[src/conmt_pkg.sv]
// Package: constants and types for the network-management state block
package conmt_pkg;
  typedef enum logic [1:0] {
    NmtInit,
    NmtPreOp,
    NmtOper,
    NmtStopped
  } conmt_state_t;

  typedef enum logic [2:0] {
    AreaNone,
    AreaDataType,
    AreaReserved,
    AreaComm,
    AreaMfr,
    AreaDevice
  } conmt_area_t;

  localparam logic [10:0] NMT_COB_ID     = 11'h000;
  localparam logic [10:0] SDO_RX_BASE    = 11'h600;
  localparam logic [10:0] SDO_TX_BASE    = 11'h580;
  localparam logic [7:0]  NMT_BROADCAST  = 8'h00;
  localparam logic [3:0]  NMT_DLC        = 4'h2;
  localparam logic [7:0]  CMD_START      = 8'h01;
  localparam logic [7:0]  CMD_STOP       = 8'h02;
  localparam logic [7:0]  CMD_PREOP      = 8'h80;
  localparam logic [7:0]  CMD_RST_NODE   = 8'h81;
  localparam logic [7:0]  CMD_RST_COMM   = 8'h82;

  localparam logic [15:0] IDX_TYPES_LO   = 16'h0001;
  localparam logic [15:0] IDX_RES1_LO    = 16'h00a0;
  localparam logic [15:0] IDX_COMM_LO    = 16'h1000;
  localparam logic [15:0] IDX_MFR_LO     = 16'h2000;
  localparam logic [15:0] IDX_DEV_LO     = 16'h6000;
  localparam logic [15:0] IDX_RES2_LO    = 16'ha000;

  // Bit-rate codes; 10 kbit/s is absent on purpose
  localparam logic [2:0]  RATE_1M        = 3'h0;
  localparam logic [2:0]  RATE_800K      = 3'h1;
  localparam logic [2:0]  RATE_500K      = 3'h2;
  localparam logic [2:0]  RATE_250K      = 3'h3;
  localparam logic [2:0]  RATE_125K      = 3'h4;
  localparam logic [2:0]  RATE_50K       = 3'h5;
  localparam logic [2:0]  RATE_20K       = 3'h6;
  localparam logic [2:0]  RATE_DEFAULT   = RATE_250K;
  localparam logic [6:0]  NODE_DEFAULT   = 7'h01;

  localparam int          CLK_HZ         = 50000000;
  localparam int          BOOT_MAX_S     = 5;
  localparam int          BOOT_WAIT_MS   = 2000;
  localparam int          BOOT_CYCLES    = CLK_HZ / 1000 * BOOT_WAIT_MS;
  localparam int          NUM_RPDO       = 2;
  localparam int          NUM_TPDO       = 2;
endpackage

[src/conmt_od_decode.sv]
// Dictionary index area decoder
`timescale 1ns/1ps
`default_nettype none
module conmt_od_decode (
  input  wire logic [15:0]         odIndex,
  input  wire logic [7:0]          odSubIndex,
  output conmt_pkg::conmt_area_t   odArea,
  output logic [7:0]               odSub
);
  always_comb begin
    odSub = odSubIndex; // RL2
    if (odIndex >= conmt_pkg::IDX_RES2_LO) begin // RL3
      odArea = conmt_pkg::AreaReserved;
    end else if (odIndex >= conmt_pkg::IDX_DEV_LO) begin
      odArea = conmt_pkg::AreaDevice;
    end else if (odIndex >= conmt_pkg::IDX_MFR_LO) begin
      odArea = conmt_pkg::AreaMfr;
    end else if (odIndex >= conmt_pkg::IDX_COMM_LO) begin
      odArea = conmt_pkg::AreaComm;
    end else if (odIndex >= conmt_pkg::IDX_RES1_LO) begin
      odArea = conmt_pkg::AreaReserved;
    end else if (odIndex >= conmt_pkg::IDX_TYPES_LO) begin
      odArea = conmt_pkg::AreaDataType;
    end else begin
      odArea = conmt_pkg::AreaNone;
    end
  end
endmodule
`default_nettype wire

[src/conmt_state_ctrl.sv]
// Network-management state machine with service gating
`timescale 1ns/1ps
`default_nettype none
// Contract
// RL1 - Dictionary entries use 16-bit index
// RL2 - Subindex selects element, 8 bits wide
// RL3 - Classify index into profile areas
// RL4 - Boot-up sent within five seconds
// RL5 - Pre-operational sends only configured heartbeat
// RL6 - Operational sends enabled PDOs as configured
// RL7 - Services gated by current network state
// RL8 - NMT frame id zero, command, node
// RL9 - 01 operational, 02 stopped, 80 pre-op
// RL10 - 81 resets all, 82 resets comms
// RL11 - State changes only on external events; init goes to pre-op on its own when the boot delay ends
// RL12 - Two RPDO, two TPDO, one SDO
// RL13 - Node id and rate written via SDO
// RL14 - Written parameters kept non-volatile
// RL15 - SDO rx 600+node, tx 580+node
// RL16 - Rates 1M down to 20k only
// RL17 - Ignore foreign address or unknown command
// RL18 - After reset: init, boot-up, pre-op
module conmt_state_ctrl #(
  parameter int BOOT_CYCLES = conmt_pkg::BOOT_CYCLES
) (
  input  wire logic                 core_clk,
  input  wire logic                 srst,
  input  wire logic                 rxValid,
  input  wire logic [10:0]          rxCobId,
  input  wire logic [3:0]           rxDlc,
  input  wire logic [7:0]           rxByte0,
  input  wire logic [7:0]           rxByte1,
  input  wire logic                 cfgWrite,
  input  wire logic [6:0]           cfgNodeId,
  input  wire logic [2:0]           cfgBitRate,
  input  wire logic                 nvLoaded,
  input  wire logic [6:0]           nvNodeId,
  input  wire logic [2:0]           nvBitRate,
  input  wire logic                 hbEnable,
  input  wire logic                 hbTick,
  input  wire logic [1:0]           tpdoEnable,
  input  wire logic [1:0]           tpdoTrigger,
  input  wire logic                 syncRx,
  input  wire logic [15:0]          odIndex,
  input  wire logic [7:0]           odSubIndex,
  output logic [1:0]                nmtState,
  output logic                      bootTx,
  output logic                      hbTx,
  output logic [1:0]                tpdoTx,
  output logic                      rpdoAccept,
  output logic                      sdoAccept,
  output logic                      syncAccept,
  output logic                      sdoRespTx,
  output logic [10:0]               sdoRxId,
  output logic [10:0]               sdoTxId,
  output logic [6:0]                nodeId,
  output logic [2:0]                bitRate,
  output logic                      nvStore,
  output logic                      appReset,
  output logic [2:0]                odArea,
  output logic [7:0]                odSub
);
  // ***********************************************
  // Frame decode
  // ***********************************************
  conmt_pkg::conmt_state_t stateFf;
  conmt_pkg::conmt_state_t nxtState;
  conmt_pkg::conmt_area_t  areaComb;
  logic [7:0]  subComb;
  logic [31:0] bootCntFf;
  logic        bootDoneFf;
  logic [6:0]  nodeFf;
  logic [2:0]  rateFf;
  logic        nmtHit;
  logic        sdoHit;
  logic        cmdKnown;

  function automatic logic rateOk(input logic [2:0] r);
    rateOk = (r <= conmt_pkg::RATE_20K); // RL16
  endfunction

  always_comb begin
    nmtHit = rxValid && rxCobId == conmt_pkg::NMT_COB_ID &&
             rxDlc == conmt_pkg::NMT_DLC &&
             (rxByte1 == conmt_pkg::NMT_BROADCAST ||
              rxByte1 == {1'b0, nodeFf}); // RL8 RL17
    cmdKnown = rxByte0 == conmt_pkg::CMD_START ||
               rxByte0 == conmt_pkg::CMD_STOP ||
               rxByte0 == conmt_pkg::CMD_PREOP ||
               rxByte0 == conmt_pkg::CMD_RST_NODE ||
               rxByte0 == conmt_pkg::CMD_RST_COMM; // RL17
    sdoHit = rxValid &&
             rxCobId == conmt_pkg::SDO_RX_BASE + {4'h0, nodeFf}; // RL15
  end

  // ***********************************************
  // State machine
  // ***********************************************
  always_comb begin
    nxtState = stateFf;
    unique case (stateFf)
      conmt_pkg::NmtInit: begin
        if (bootDoneFf) begin
          nxtState = conmt_pkg::NmtPreOp; // RL18 RL11
        end
      end
      conmt_pkg::NmtPreOp,
      conmt_pkg::NmtOper,
      conmt_pkg::NmtStopped: begin
        if (nmtHit && cmdKnown) begin // RL7 RL11
          unique case (rxByte0)
            conmt_pkg::CMD_START: nxtState = conmt_pkg::NmtOper; // RL9
            conmt_pkg::CMD_STOP:  nxtState = conmt_pkg::NmtStopped;
            conmt_pkg::CMD_PREOP: nxtState = conmt_pkg::NmtPreOp;
            default:              nxtState = conmt_pkg::NmtInit; // RL10
          endcase
        end
      end
    endcase
  end

  always_ff @(posedge core_clk) begin
    if (srst) begin
      stateFf <= conmt_pkg::NmtInit;
    end else begin
      stateFf <= nxtState;
    end
  end

  // Boot delay restarts on every entry into initializing
  always_ff @(posedge core_clk) begin
    if (srst || (stateFf != conmt_pkg::NmtInit)) begin
      bootCntFf  <= '0;
      bootDoneFf <= 1'b0;
    end else if (!bootDoneFf) begin
      if (bootCntFf >= 32'(BOOT_CYCLES - 1)) begin
        bootDoneFf <= 1'b1; // RL4
      end
      bootCntFf <= bootCntFf + 32'h1;
    end
  end

  // ***********************************************
  // Communication parameters
  // ***********************************************
  // Reset values come from storage once it has been loaded
  always_ff @(posedge core_clk) begin
    if (srst) begin
      nodeFf  <= conmt_pkg::NODE_DEFAULT;
      rateFf  <= conmt_pkg::RATE_DEFAULT;
      nvStore <= 1'b0;
    end else begin
      nvStore <= 1'b0;
      if (nvLoaded && stateFf == conmt_pkg::NmtInit && !bootDoneFf) begin
        nodeFf <= nvNodeId; // RL14
        if (rateOk(nvBitRate)) begin
          rateFf <= nvBitRate;
        end
      end else if (cfgWrite && stateFf != conmt_pkg::NmtInit &&
                   stateFf != conmt_pkg::NmtStopped) begin
        nodeFf  <= cfgNodeId; // RL13
        if (rateOk(cfgBitRate)) begin
          rateFf <= cfgBitRate; // RL16
        end
        nvStore <= 1'b1; // RL14
      end
    end
  end

  // ***********************************************
  // Service gating and outputs
  // ***********************************************
  always_ff @(posedge core_clk) begin
    if (srst) begin
      bootTx     <= 1'b0;
      hbTx       <= 1'b0;
      tpdoTx     <= 2'h0;
      rpdoAccept <= 1'b0;
      sdoAccept  <= 1'b0;
      syncAccept <= 1'b0;
      sdoRespTx  <= 1'b0;
      appReset   <= 1'b0;
    end else begin
      bootTx <= stateFf == conmt_pkg::NmtInit &&
                nxtState == conmt_pkg::NmtPreOp; // RL4 RL7 RL18
      hbTx <= hbEnable && hbTick &&
              (stateFf == conmt_pkg::NmtPreOp ||
               stateFf == conmt_pkg::NmtOper); // RL5
      tpdoTx <= (stateFf == conmt_pkg::NmtOper) ?
                (tpdoEnable & tpdoTrigger) : 2'h0; // RL6 RL7 RL12
      rpdoAccept <= stateFf == conmt_pkg::NmtOper; // RL7
      sdoAccept  <= stateFf == conmt_pkg::NmtPreOp ||
                    stateFf == conmt_pkg::NmtOper; // RL7
      syncAccept <= syncRx && (stateFf == conmt_pkg::NmtPreOp ||
                               stateFf == conmt_pkg::NmtOper); // RL7
      sdoRespTx  <= sdoHit && (stateFf == conmt_pkg::NmtPreOp ||
                               stateFf == conmt_pkg::NmtOper); // RL12 RL15
      appReset   <= nmtHit &&
                    rxByte0 == conmt_pkg::CMD_RST_NODE &&
                    stateFf != conmt_pkg::NmtInit; // RL10
    end
  end

  always_ff @(posedge core_clk) begin
    if (srst) begin
      nmtState <= 2'h0;
      sdoRxId  <= 11'h000;
      sdoTxId  <= 11'h000;
      nodeId   <= 7'h00;
      bitRate  <= 3'h0;
      odArea   <= 3'h0;
      odSub    <= 8'h00;
    end else begin
      nmtState <= 2'(stateFf);
      sdoRxId  <= conmt_pkg::SDO_RX_BASE + {4'h0, nodeFf}; // RL15
      sdoTxId  <= conmt_pkg::SDO_TX_BASE + {4'h0, nodeFf}; // RL15
      nodeId   <= nodeFf;
      bitRate  <= rateFf;
      odArea   <= 3'(areaComb); // RL1 RL3
      odSub    <= subComb; // RL2
    end
  end

  conmt_od_decode uDecode (
    .odIndex    (odIndex),
    .odSubIndex (odSubIndex),
    .odArea     (areaComb),
    .odSub      (subComb)
  );
endmodule
`default_nettype wire

[config.mk]
export PLATFORM = sky130hd
export DESIGN_NAME = conmt_state_ctrl
export DESIGN_NICKNAME = d
export VERILOG_FILES = /design/src/conmt_pkg.sv /design/src/conmt_od_decode.sv /design/src/conmt_state_ctrl.sv
export SDC_FILE = /design/constraint.sdc
export NUM_CORES = 1
export LEC_CHECK = 0
export BUFFER_PORTS_ARGS = -buffer_cell sky130_fd_sc_hd__buf_4
export CORE_ASPECT_RATIO = 0.75
export CORE_MARGIN = 5
export CORE_UTILIZATION = 50
export DETAILED_ROUTE_END_ITERATION = 10
export PLACE_DENSITY_LB_ADDON = 0.2
export REMOVE_ABC_BUFFERS = 1
export SLEW_MARGIN = 20
export SYNTH_ARGS = -nofsm -noshare
export SYNTH_HDL_FRONTEND = slang
export SYNTH_SLANG_ARGS = --single-unit
[constraint.sdc]
create_clock -name core_clk -period 4.48 [get_ports core_clk]
set_clock_uncertainty 0.1 [all_clocks]
set_input_delay 0 -clock core_clk [delete_from_list [all_inputs] [get_ports core_clk]]
set_output_delay 0 -clock core_clk [all_outputs]
set_load 0.01 [all_outputs]
=== Word level (Yosys, flattened, before mapping) ===
Cells that the tools add are included.

* Logic and storage cells: 104
* Bits in registers: 100
* Input bits: 87
* Output and inout bits: 55

* $add $sub $neg: 3
* Magnitude comparators: 9
* Reductions and logical operators: 35
* Bitwise gates (word level): 2
* Eq/ne operators: 14
* Multiplexer cells: 19

{| class="wikitable"
|+ Operator list
! cell !! count
|-
| $add A32 B1 Y32 const B || 1
|-
| $ge A32 B27 Y1 const B || 1
|-
| $eq A8 B8 Y1 const B || 3
|-
| $mux W3 || 8
|-
| $ge A16 B1 Y1 const B || 1
|-
| $ge A16 B13 Y1 const B || 1
|-
| $ge A16 B14 Y1 const B || 1
|-
| $ge A16 B15 Y1 const B || 1
|-
| $ge A16 B16 Y1 const B || 1
|-
| $ge A16 B8 Y1 const B || 1
|-
| $logic_and A1 B1 Y1 || 16
|-
| $mux W7 || 2
|-
| $add A10 B8 Y11 const A || 1
|-
| $add A11 B7 Y11 const A || 1
|-
| $eq A11 B11 Y1 || 1
|-
| $logic_not A11 Y1 || 1
|-
| $eq A8 B1 Y1 const B || 1
|-
| $eq A8 B2 Y1 const B || 1
|-
| $eq A8 B7 Y1 || 1
|-
| $logic_not A8 Y1 || 1
|-
| $logic_or A1 B1 Y1 || 7
|-
| $le A3 B3 Y1 const B || 2
|-
| $mux W2 || 3
|-
| $pmux W2 S3 || 1
|-
| other kinds (15) || 24
|}

=== Depth between registers and ports, before layout ===
Gate-level depths: netlist of the first run.

* Depth after elaboration: 10
* Depth in mapped cells: 8
* Mapped depth without buffers: 7

=== Hierarchy ===
Synthesis of the first run repeated with hierarchy kept, for this count alone.

* Cell total of the unflattened synthesis: 392
* Area, all modules: 3,578.4 um2

{| class="wikitable"
|+ By module, submodules not included
! module !! instances !! cells an instance !! area an instance (um2)
|-
| conmt_state_ctrl || 1 || 371 || 3,440.8
|-
| conmt_od_decode || 1 || 21 || 137.6
|}

=== Least setup slack after synthesis of the first run ===
No wires, ideal clock.

* Path kind: input port to flip-flop
* Start point: input rxCobId[2]
* End point: register stateFf[1]
* Buffers on the path: 0
* Arrival time: 1,714 ps
* Path slack: 2,580 ps
* Data required time: 4,294 ps
* Cell stages on the path: 4
* Cell sequence: or4_1 -> or4_4 -> or4_4 -> a221oi_2

* Longest elaborated chain between the ends: 7

{| class="wikitable"
|+ RTL lines
! what !! line !! source
|-
| start: declaration || conmt_state_ctrl.sv:29 || <nowiki>input wire logic [10:0] rxCobId,</nowiki>
|-
| $logic_not A11 Y1 || conmt_state_ctrl.sv:83 || <nowiki>nmtHit = rxValid && rxCobId == conmt_pkg::NMT_COB_ID &&</nowiki>
|-
| $logic_and A1 B1 Y1 (2 in a row) || conmt_state_ctrl.sv:83 ||
|-
| $logic_and A1 B1 Y1 || conmt_state_ctrl.sv:84 || <nowiki>rxDlc == conmt_pkg::NMT_DLC &&</nowiki>
|-
| $logic_and A1 B1 Y1 || conmt_state_ctrl.sv:110 || <nowiki>if (nmtHit && cmdKnown) begin</nowiki>
|-
| $mux W2 || conmt_state_ctrl.sv:110 ||
|-
| $pmux W2 S2 || conmt_state_ctrl.sv:101 || <nowiki>unique case (stateFf)</nowiki>
|-
| end signal: assignment || conmt_state_ctrl.sv:124 || <nowiki>stateFf <= conmt_pkg::NmtInit;</nowiki>
|-
| end signal: assignment || conmt_state_ctrl.sv:126 || <nowiki>stateFf <= nxtState;</nowiki>
|-
| end: declaration || conmt_state_ctrl.sv:66 || <nowiki>conmt_pkg::conmt_state_t stateFf;</nowiki>
|}

No other way between the ends.
A chain may end at the register's enable or synchronous reset.

=== Worst setup path after layout of the first run ===
* Start point: input rxCobId[9]
* End point: register stateFf[1]

Same word-level chain as after synthesis.

==> results.yml, run 1 <==
run_status:
  status: "completed"
sta:
  slew_viol_final: 0
  finalSetupViolations: 0
  min_period_ns: 3.788
  fin_setup_tns_ns: 0
  finalHoldViolCount: 0
  finalCritPeriodShare_pct: 84.55
  rsz0062_at_grt: "no"
  fmax_mhz: 264.0
  max_slew_margin_pct: 41.46
  worst_slew_pin_slew_ns: 0.8742
layout:
  multi_input_area_sq_mm: 0.001773
  drive_above_1_share_pct: 28.27
  n_fill_cell: 422
  nNetsFinal: 661
  final_util_pct: 78.96
  area_delta_synth_final_pct: 52.32
  regArea_sq_mm: 0.001582
  diodes: 0
min_path:
  hold-path-cell-count: 4
  hold_end: "rateFf[0]$_SDFFE_PP1P_"
  hold_class: "in -> reg"
  min-delay-start: "nvLoaded"
setup_path:
  cp_slowest_stage_delay_ns: 0.60
  start_kind: "input pin"
  crit_fanout: 4
  r2r_start: "nodeFf[4]$_SDFFE_PP0P_"
  cp_cell_sequence: "dlygate4sd3_1 > buf_4 > nor4_1 > nand4_1 > or4_4 > dlygate4sd3_1 > or4_4 > dlygate4sd3_1 > a221oi_2 > dlygate4sd3_1"
  r2r_end: "stateFf[1]$_SDFF_PP0_"
  crit_top_cell: "dlygate4sd3_1"
  end_kind: "register"
  cp_slowest_cell: "dlygate4sd3_1"
  crit_arrival_ns: 3.98
  required_ns: 4.67
  worstSetupPathType: "in -> reg"
  ff2ff_path_depth: 7
  rrSetupSlack_ns: 1.32
clock_tree:
  ctsHoldBuffers: 64
  postCtsResizedCells: 0
  cts-root-buf: "clkbuf_8"
  htreeDepth: 3
  cts_setup_buffers: 0
  clock_latency_ns: 0.35
  clock_sinks: 79
  cts_buffers: 9
  clk_pin_slew_ns: 0.07
  cts_tree: "yes"
  clk_path_buf_depth: 2
synth:
  synth_compound_area_share_pct: 5.907
  synth_top_family_by_area: "simple AND/OR/NAND/NOR gates"
  avgSynthCellArea_sq_um: 9.219
  ys_ff_latch: 79
  yosysSeqAreaShare_pct: 44.44
  netlist_instances: 386
  synthMuxAreaShare_pct: 4.044
  synthAdderAreaFrac_pct: 1.406
  yosys.area_share.simple_pct: 26.93
  async_flop_share_pct: 0
  ys_types: 43
  yosysWarnings: 0
  synth-xor-area-share_pct: 10.83
  syn_area_sq_mm: 0.003558
  ys.flop_type: "dfxtp_1"
  synth_edf_count: 0
global_routing:
  grt.overflow.total: 0
  grt_start_max_net_pins: 37
  grt_pass1_vias: 3566
  antenna_found_initial: 0
  grt_pass1_wl_mm: 16.95
  grt_use_total_pct: 23.65
floorplan:
  die_y_um: 83.06
  die_x_um: 107.4
  io_pins: 142
  core_sq_mm: 0.006864
  rows: 26
  die-area_sq_mm: 0.008921
  initial_core_util_pct: 51.84
route:
  vias_per_cell: 5.206
  dr.first_iter.drc_count: 196
  vias: 3493
  wl_per_cell_um: 15.79
  routed_wl_mm: 10.60
  firstDrtPassIters: 4
  drc_errors: 0
  postRouteAntennaNets: 0
power_and_ir_drop:
  vdd_drop_max_v: 0.0002325
  p_per_area_mw_per_mm2: 300.1
  p_leak_nw: 2.273
place:
  dpl.hpwl_mm: 6.934
  port_buffers: 138
  place_congestion: 0.8437
run:
  maxCapViolations: 0
[routing by layer]
layer  routed length, um  share of wire [%]  vias to the layer above  GRT usage (%)
met5                   0                  0                        -              0
met1                4398                 42                     1638          28.63
li1                    -                  -                     1690              -
met4                 299                2.8                        0          9.060
met3                 615                5.8                       29          5.581
met2                5281                 50                      136          40.49
[Yosys cell counts, types with 2 or more instances]
master	instances	share of area [%]
dfxtp_1	79	44
nor2_1	46	4.9
xnor2_1	24	5.9
nor2b_1	22	3.9
buf_4	21	4.4
xor2_1	20	4.9
nand4_1	16	2.8
nand3_1	15	2.1
nand2_1	14	1.5
nor3_1	13	1.8
mux2i_1	11	3.1
nor4_1	10	1.8
clkbuf_1	9	0.95
a211oi_1	8	1.7
a21oi_1	8	1.1
and2_1	6	1.1
and3_1	6	1.1
inv_1	6	0.63
and4_1	5	1.2
o21ai_0	5	0.70
or4_1	5	1.1
ha_1	4	1.4
nor3b_1	4	0.84
mux2_2	3	0.95
nand4b_1	3	0.74
a21o_1	2	0.42
buf_1	2	0.21
nor4b_1	2	0.49
o31ai_1	2	0.42
or4_4	2	0.63
[registers in the layout (all words and copies together), names as in the netlist, 2 cells and up]
| name | cells |
|---|---|
| bitRate | 3 |
| bootCntFf | 32 |
| nmtState | 2 |
| nodeFf | 7 |
| nodeId | 6 |
| odArea | 3 |
| odSub | 8 |
| rateFf | 3 |
| sdoRxId | 2 |
| stateFf | 2 |
| tpdoTx | 2 |
[layout make-up]
class                      count  area share (%)
multi-input combinational    270           32.71
clock inverter                 4           1.754
sequential                    79           29.18
inverter                       7          0.4848
timing repair buffer         203           31.07
tap                           98           2.262
clock buffer                  10           2.539
[layout by cell type, fill, tap and decap left out, types with 2 or more instances in the layout]
master	instances
buf_4	139
dfxtp_1	79
dlygate4sd3_1	64
nor2_1	46
xnor2_1	24
nor2b_1	22
xor2_1	20
nand4_1	16
nand3_1	15
nand2_1	13
nor3_1	13
mux2i_1	11
clkbuf_8	10
nor4_1	9
a211oi_1	8
a21oi_1	8
inv_1	6
and2_1	6
and3_1	6
o21ai_0	5
or4_1	5
and4_1	5
ha_1	4
mux2_2	3
nor3b_1	3
nand4b_1	3
conb_1	3
bufinv_16	3
nor4b_1	2
or4_4	2
a21o_1	2
o31ai_1	2
[through the flow]
step                instances  total power [mW]  worst slack [ns]  hold slack (ns)  area [sq um]
floorplan                 356            0.8471             2.103         -0.03375          3367
global placement          593            0.9661             2.267           0.1032          4538
detailed placement        593            0.9719             2.167           0.1052          4538
CTS                       671             1.636            0.7517          0.01364          5411
global route              671             1.696            0.5503          0.05378          5420
finish                    671             1.626            0.6922          0.04442          5420
[critical path: cells and delay by family]
family          cells  cell delay [ns]
buf+inv             5             2.45
simple gates        4             1.31
compound gates      1             0.23
[power by group]
| part | total, mW | internal (mW) | switching [mW] |
|---|---|---|---|
| Combinational | 0.254 | 0.152 | 0.102 |
| Clock | 0.620 | 0.378 | 0.242 |
| Sequential | 0.753 | 0.729 | 0.0236 |
[kinds of logic after synthesis]
| kind of cell | Yosys count |
|---|---|
| AOI/OAI and AO/OA | 31 |
| xor gates and xnor gates | 44 |
| adders and majority gates | 4 |
| buffers and inverters | 39 |
| DFF | 79 |
| muxes | 14 |
| other | 1 |
| and+or+nand+nor | 174 |
[worst max-delay path by stage]
stage | end | start | cells past startpoint
floorplan | rateFf[0]$_SDFFE_PP1P_ | stateFf[0]$_SDFF_PP0_ | 6
global placement | bootCntFf[31]$_SDFFE_PP0N_ | bootCntFf[8]$_SDFFE_PP0N_ | 5
detailed placement | rateFf[2]$_SDFFE_PP0P_ | stateFf[0]$_SDFF_PP0_ | 6
CTS | stateFf[1]$_SDFF_PP0_ | rxCobId[9] | 10
global route | stateFf[1]$_SDFF_PP0_ | rxCobId[9] | 10
finish | stateFf[1]$_SDFF_PP0_ | rxCobId[9] | 10
Power figures use the tool's default switching activity.
==> run 2, diff against run 1 <==
--- a/config.mk
+++ b/config.mk
@@ -8,7 +8,7 @@
 export BUFFER_PORTS_ARGS = -buffer_cell sky130_fd_sc_hd__buf_4
 export CORE_ASPECT_RATIO = 0.75
 export CORE_MARGIN = 5
-export CORE_UTILIZATION = 50
+export CORE_UTILIZATION = 44
 export DETAILED_ROUTE_END_ITERATION = 10
 export PLACE_DENSITY_LB_ADDON = 0.2
 export REMOVE_ABC_BUFFERS = 1
==> constraint.sdc (replaced) <==
create_clock -name core_clk -period 3.42 [get_ports core_clk]
set_clock_uncertainty 0.1 [all_clocks]
set_input_delay 0 -clock core_clk [delete_from_list [all_inputs] [get_ports core_clk]]
set_output_delay 0 -clock core_clk [all_outputs]
set_load 0.01 [all_outputs]
==> run 2 against run 1 <==
Against the previous run:
- total power is 32% higher
- global-route usage decreased by 3.3 points
- count of clock-buffer cells in the layout unchanged
- first-iteration DRC count is 6.1% lower
- largest power group unchanged
- critical path type unchanged
- largest cell class unchanged
==> results.yml, run 2 (synthesis gave the netlist of run 1 again) <==
clock_tree:
  clock_sinks: 79
  cts_buffers: 9
  clk_path_buf_depth: 2
  cts_setup_buffers: 0
  cts-root-buf: "clkbuf_8"
  cts_tree: "yes"
  clock_latency_ns: 0.36
  clk_pin_slew_ns: 0.08
  htreeDepth: 3
global_routing:
  antenna_found_initial: 0
  grt_start_max_net_pins: 37
  busiest_layer: "met2"
  grtUsageMet1_pct: 25.58
  grt_pass1_wl_mm: 16.41
  met3_usage_pct: 5.041
  grt.overflow.total: 0
  grt_pass1_vias: 3506
  use_met2_pct: 34.15
  grt_use_total_pct: 20.35
route:
  wl_per_cell_um: 14.86
  firstDrtPassIters: 4
  vias: 3429
  vias_per_cell: 4.991
  drc_errors: 0
  dr.first_iter.drc_count: 184
  postRouteAntennaNets: 0
  routed_wl_mm: 10.21
setup_path:
  ff2ff_path_depth: 9
  worstSetupPathType: "in -> reg"
  rrSetupSlack_ns: 0.23
  r2r_start: "stateFf[0]$_SDFF_PP0_"
  crit_arrival_ns: 3.41
  crit_fanout: 5
  r2r_end: "rateFf[2]$_SDFFE_PP0P_"
  start_kind: "input pin"
  required_ns: 3.62
  startpoint: "rxCobId[9]"
  end_kind: "register"
layout:
  drive_above_1_share_pct: 28.40
  mostFrequentLayoutCell: "buf_4"
  area_delta_synth_final_pct: 53.97
  largest_register_ffs: 32
  final_cells: 687
  top_regs: "bootCntFf: 32 flops, odSub: 8 flops, nodeFf: 7 flops"
  nNetsFinal: 667
  top_register: "bootCntFf"
  layout_common_cells: "buf_4, dfxtp_1, dlygate4sd3_1, nor2_1, xnor2_1"
power_and_ir_drop:
  vdd_drop_max_v: 0.0002501
  p_leak_nw: 2.307
  p_per_area_mw_per_mm2: 391.6
sta:
  finalSetupViolations: 0
  finalCritPeriodShare_pct: 93.78
  finalHoldViolCount: 0
  rsz0062_at_grt: "no"
  fmax_mhz: 311.8
  slew_viol_final: 0
  fin_setup_tns_ns: 0
  min_period_ns: 3.207
run_status:
  status: "completed"
floorplan:
  die_x_um: 113.8
  core_sq_mm: 0.007883
  die-area_sq_mm: 0.01000
  initial_core_util_pct: 45.14
  rows: 28
  die_y_um: 87.88
  io_pins: 142
min_path:
  hold-path-cell-count: 4
  hold_end: "rateFf[1]$_SDFFE_PP1P_"
  min-delay-start: "nvLoaded"
  hold_class: "in -> reg"
place:
  place_inst: 603
  place_congestion: 0.7954
  port_buffers: 138
  dpl.hpwl_mm: 6.970
run:
  maxCapViolations: 0
==> run 2: what timing repair did <==
action	4_1_cts	5_1_grt
setup endpoints to repair	0	1
hold buffers	67	0
gates resized for setup	0	2
hold endpoints to repair	41	0
==> run 2: per-layer routing <==
layer / up-vias / part of all wire (%)
met5: - / 0
met4: 0 / 1.6
met3: 17 / 5.3
met2: 99 / 50
met1: 1606 / 43
li1: 1707 / -
==> run 2: final cells by class <==
class                   count  area [sq um]
fillers                   604          2404
multi-input cells         270          1764
repair buffers            209          1737
flip-flops and latches     79          1582
well taps                 105         131.4
clock buffers              10         127.6
clock inverters             6         108.9
inverters                   7         26.28
diodes                      1         2.502
==> run 2: stage by stage <==
step | util (%) | instance area [sq um] | hold slack, ns | power, mW | setup WS (ns)
finish | 69.51 | 5479 | 0.05433 | 2.145 | 0.2127
global route | 69.48 | 5477 | 0.08743 | 2.234 | 0.05420
CTS | 69.41 | 5472 | 0.02905 | 2.159 | 0.09121
detailed placement | 57.90 | 4564 | 0.1052 | 1.274 | 1.197
global placement | 57.90 | 4564 | 0.1037 | 1.269 | 1.289
floorplan | - | 3367 | -0.03375 | 1.110 | 1.043
==> run 2: how the worst max path moves through the flow <==
stage / cells after the start / end
floorplan: 6 / rateFf[0]$_SDFFE_PP1P_
detailed placement: 7 / rateFf[2]$_SDFFE_PP0P_
global route: 9 / rateFf[2]$_SDFFE_PP0P_
CTS: 9 / rateFf[2]$_SDFFE_PP0P_
global placement: 7 / rateFf[1]$_SDFFE_PP1P_
finish: 9 / stateFf[1]$_SDFF_PP0_
==> run 2: power by group <==
| group | switching [mW] | leakage, nW | internal (mW) |
|---|---|---|---|
| clock | 0.342 | 0.120 | 0.484 |
| combinational | 0.131 | 1.54 | 0.204 |
| sequential | 0.0297 | 0.645 | 0.955 |
| total | 0.503 | 2.31 | 1.64 |
==> run 2: worst max-delay path, cell delays in order <==
cell,delay [ns]
dlygate4sd3_1,0.54
buf_4,0.14
nor4_1,0.22
nand4_1,0.13
or4_4,0.48
or4_4,0.49
dlygate4sd3_1,0.58
a221oi_2,0.24
dlygate4sd3_1,0.58
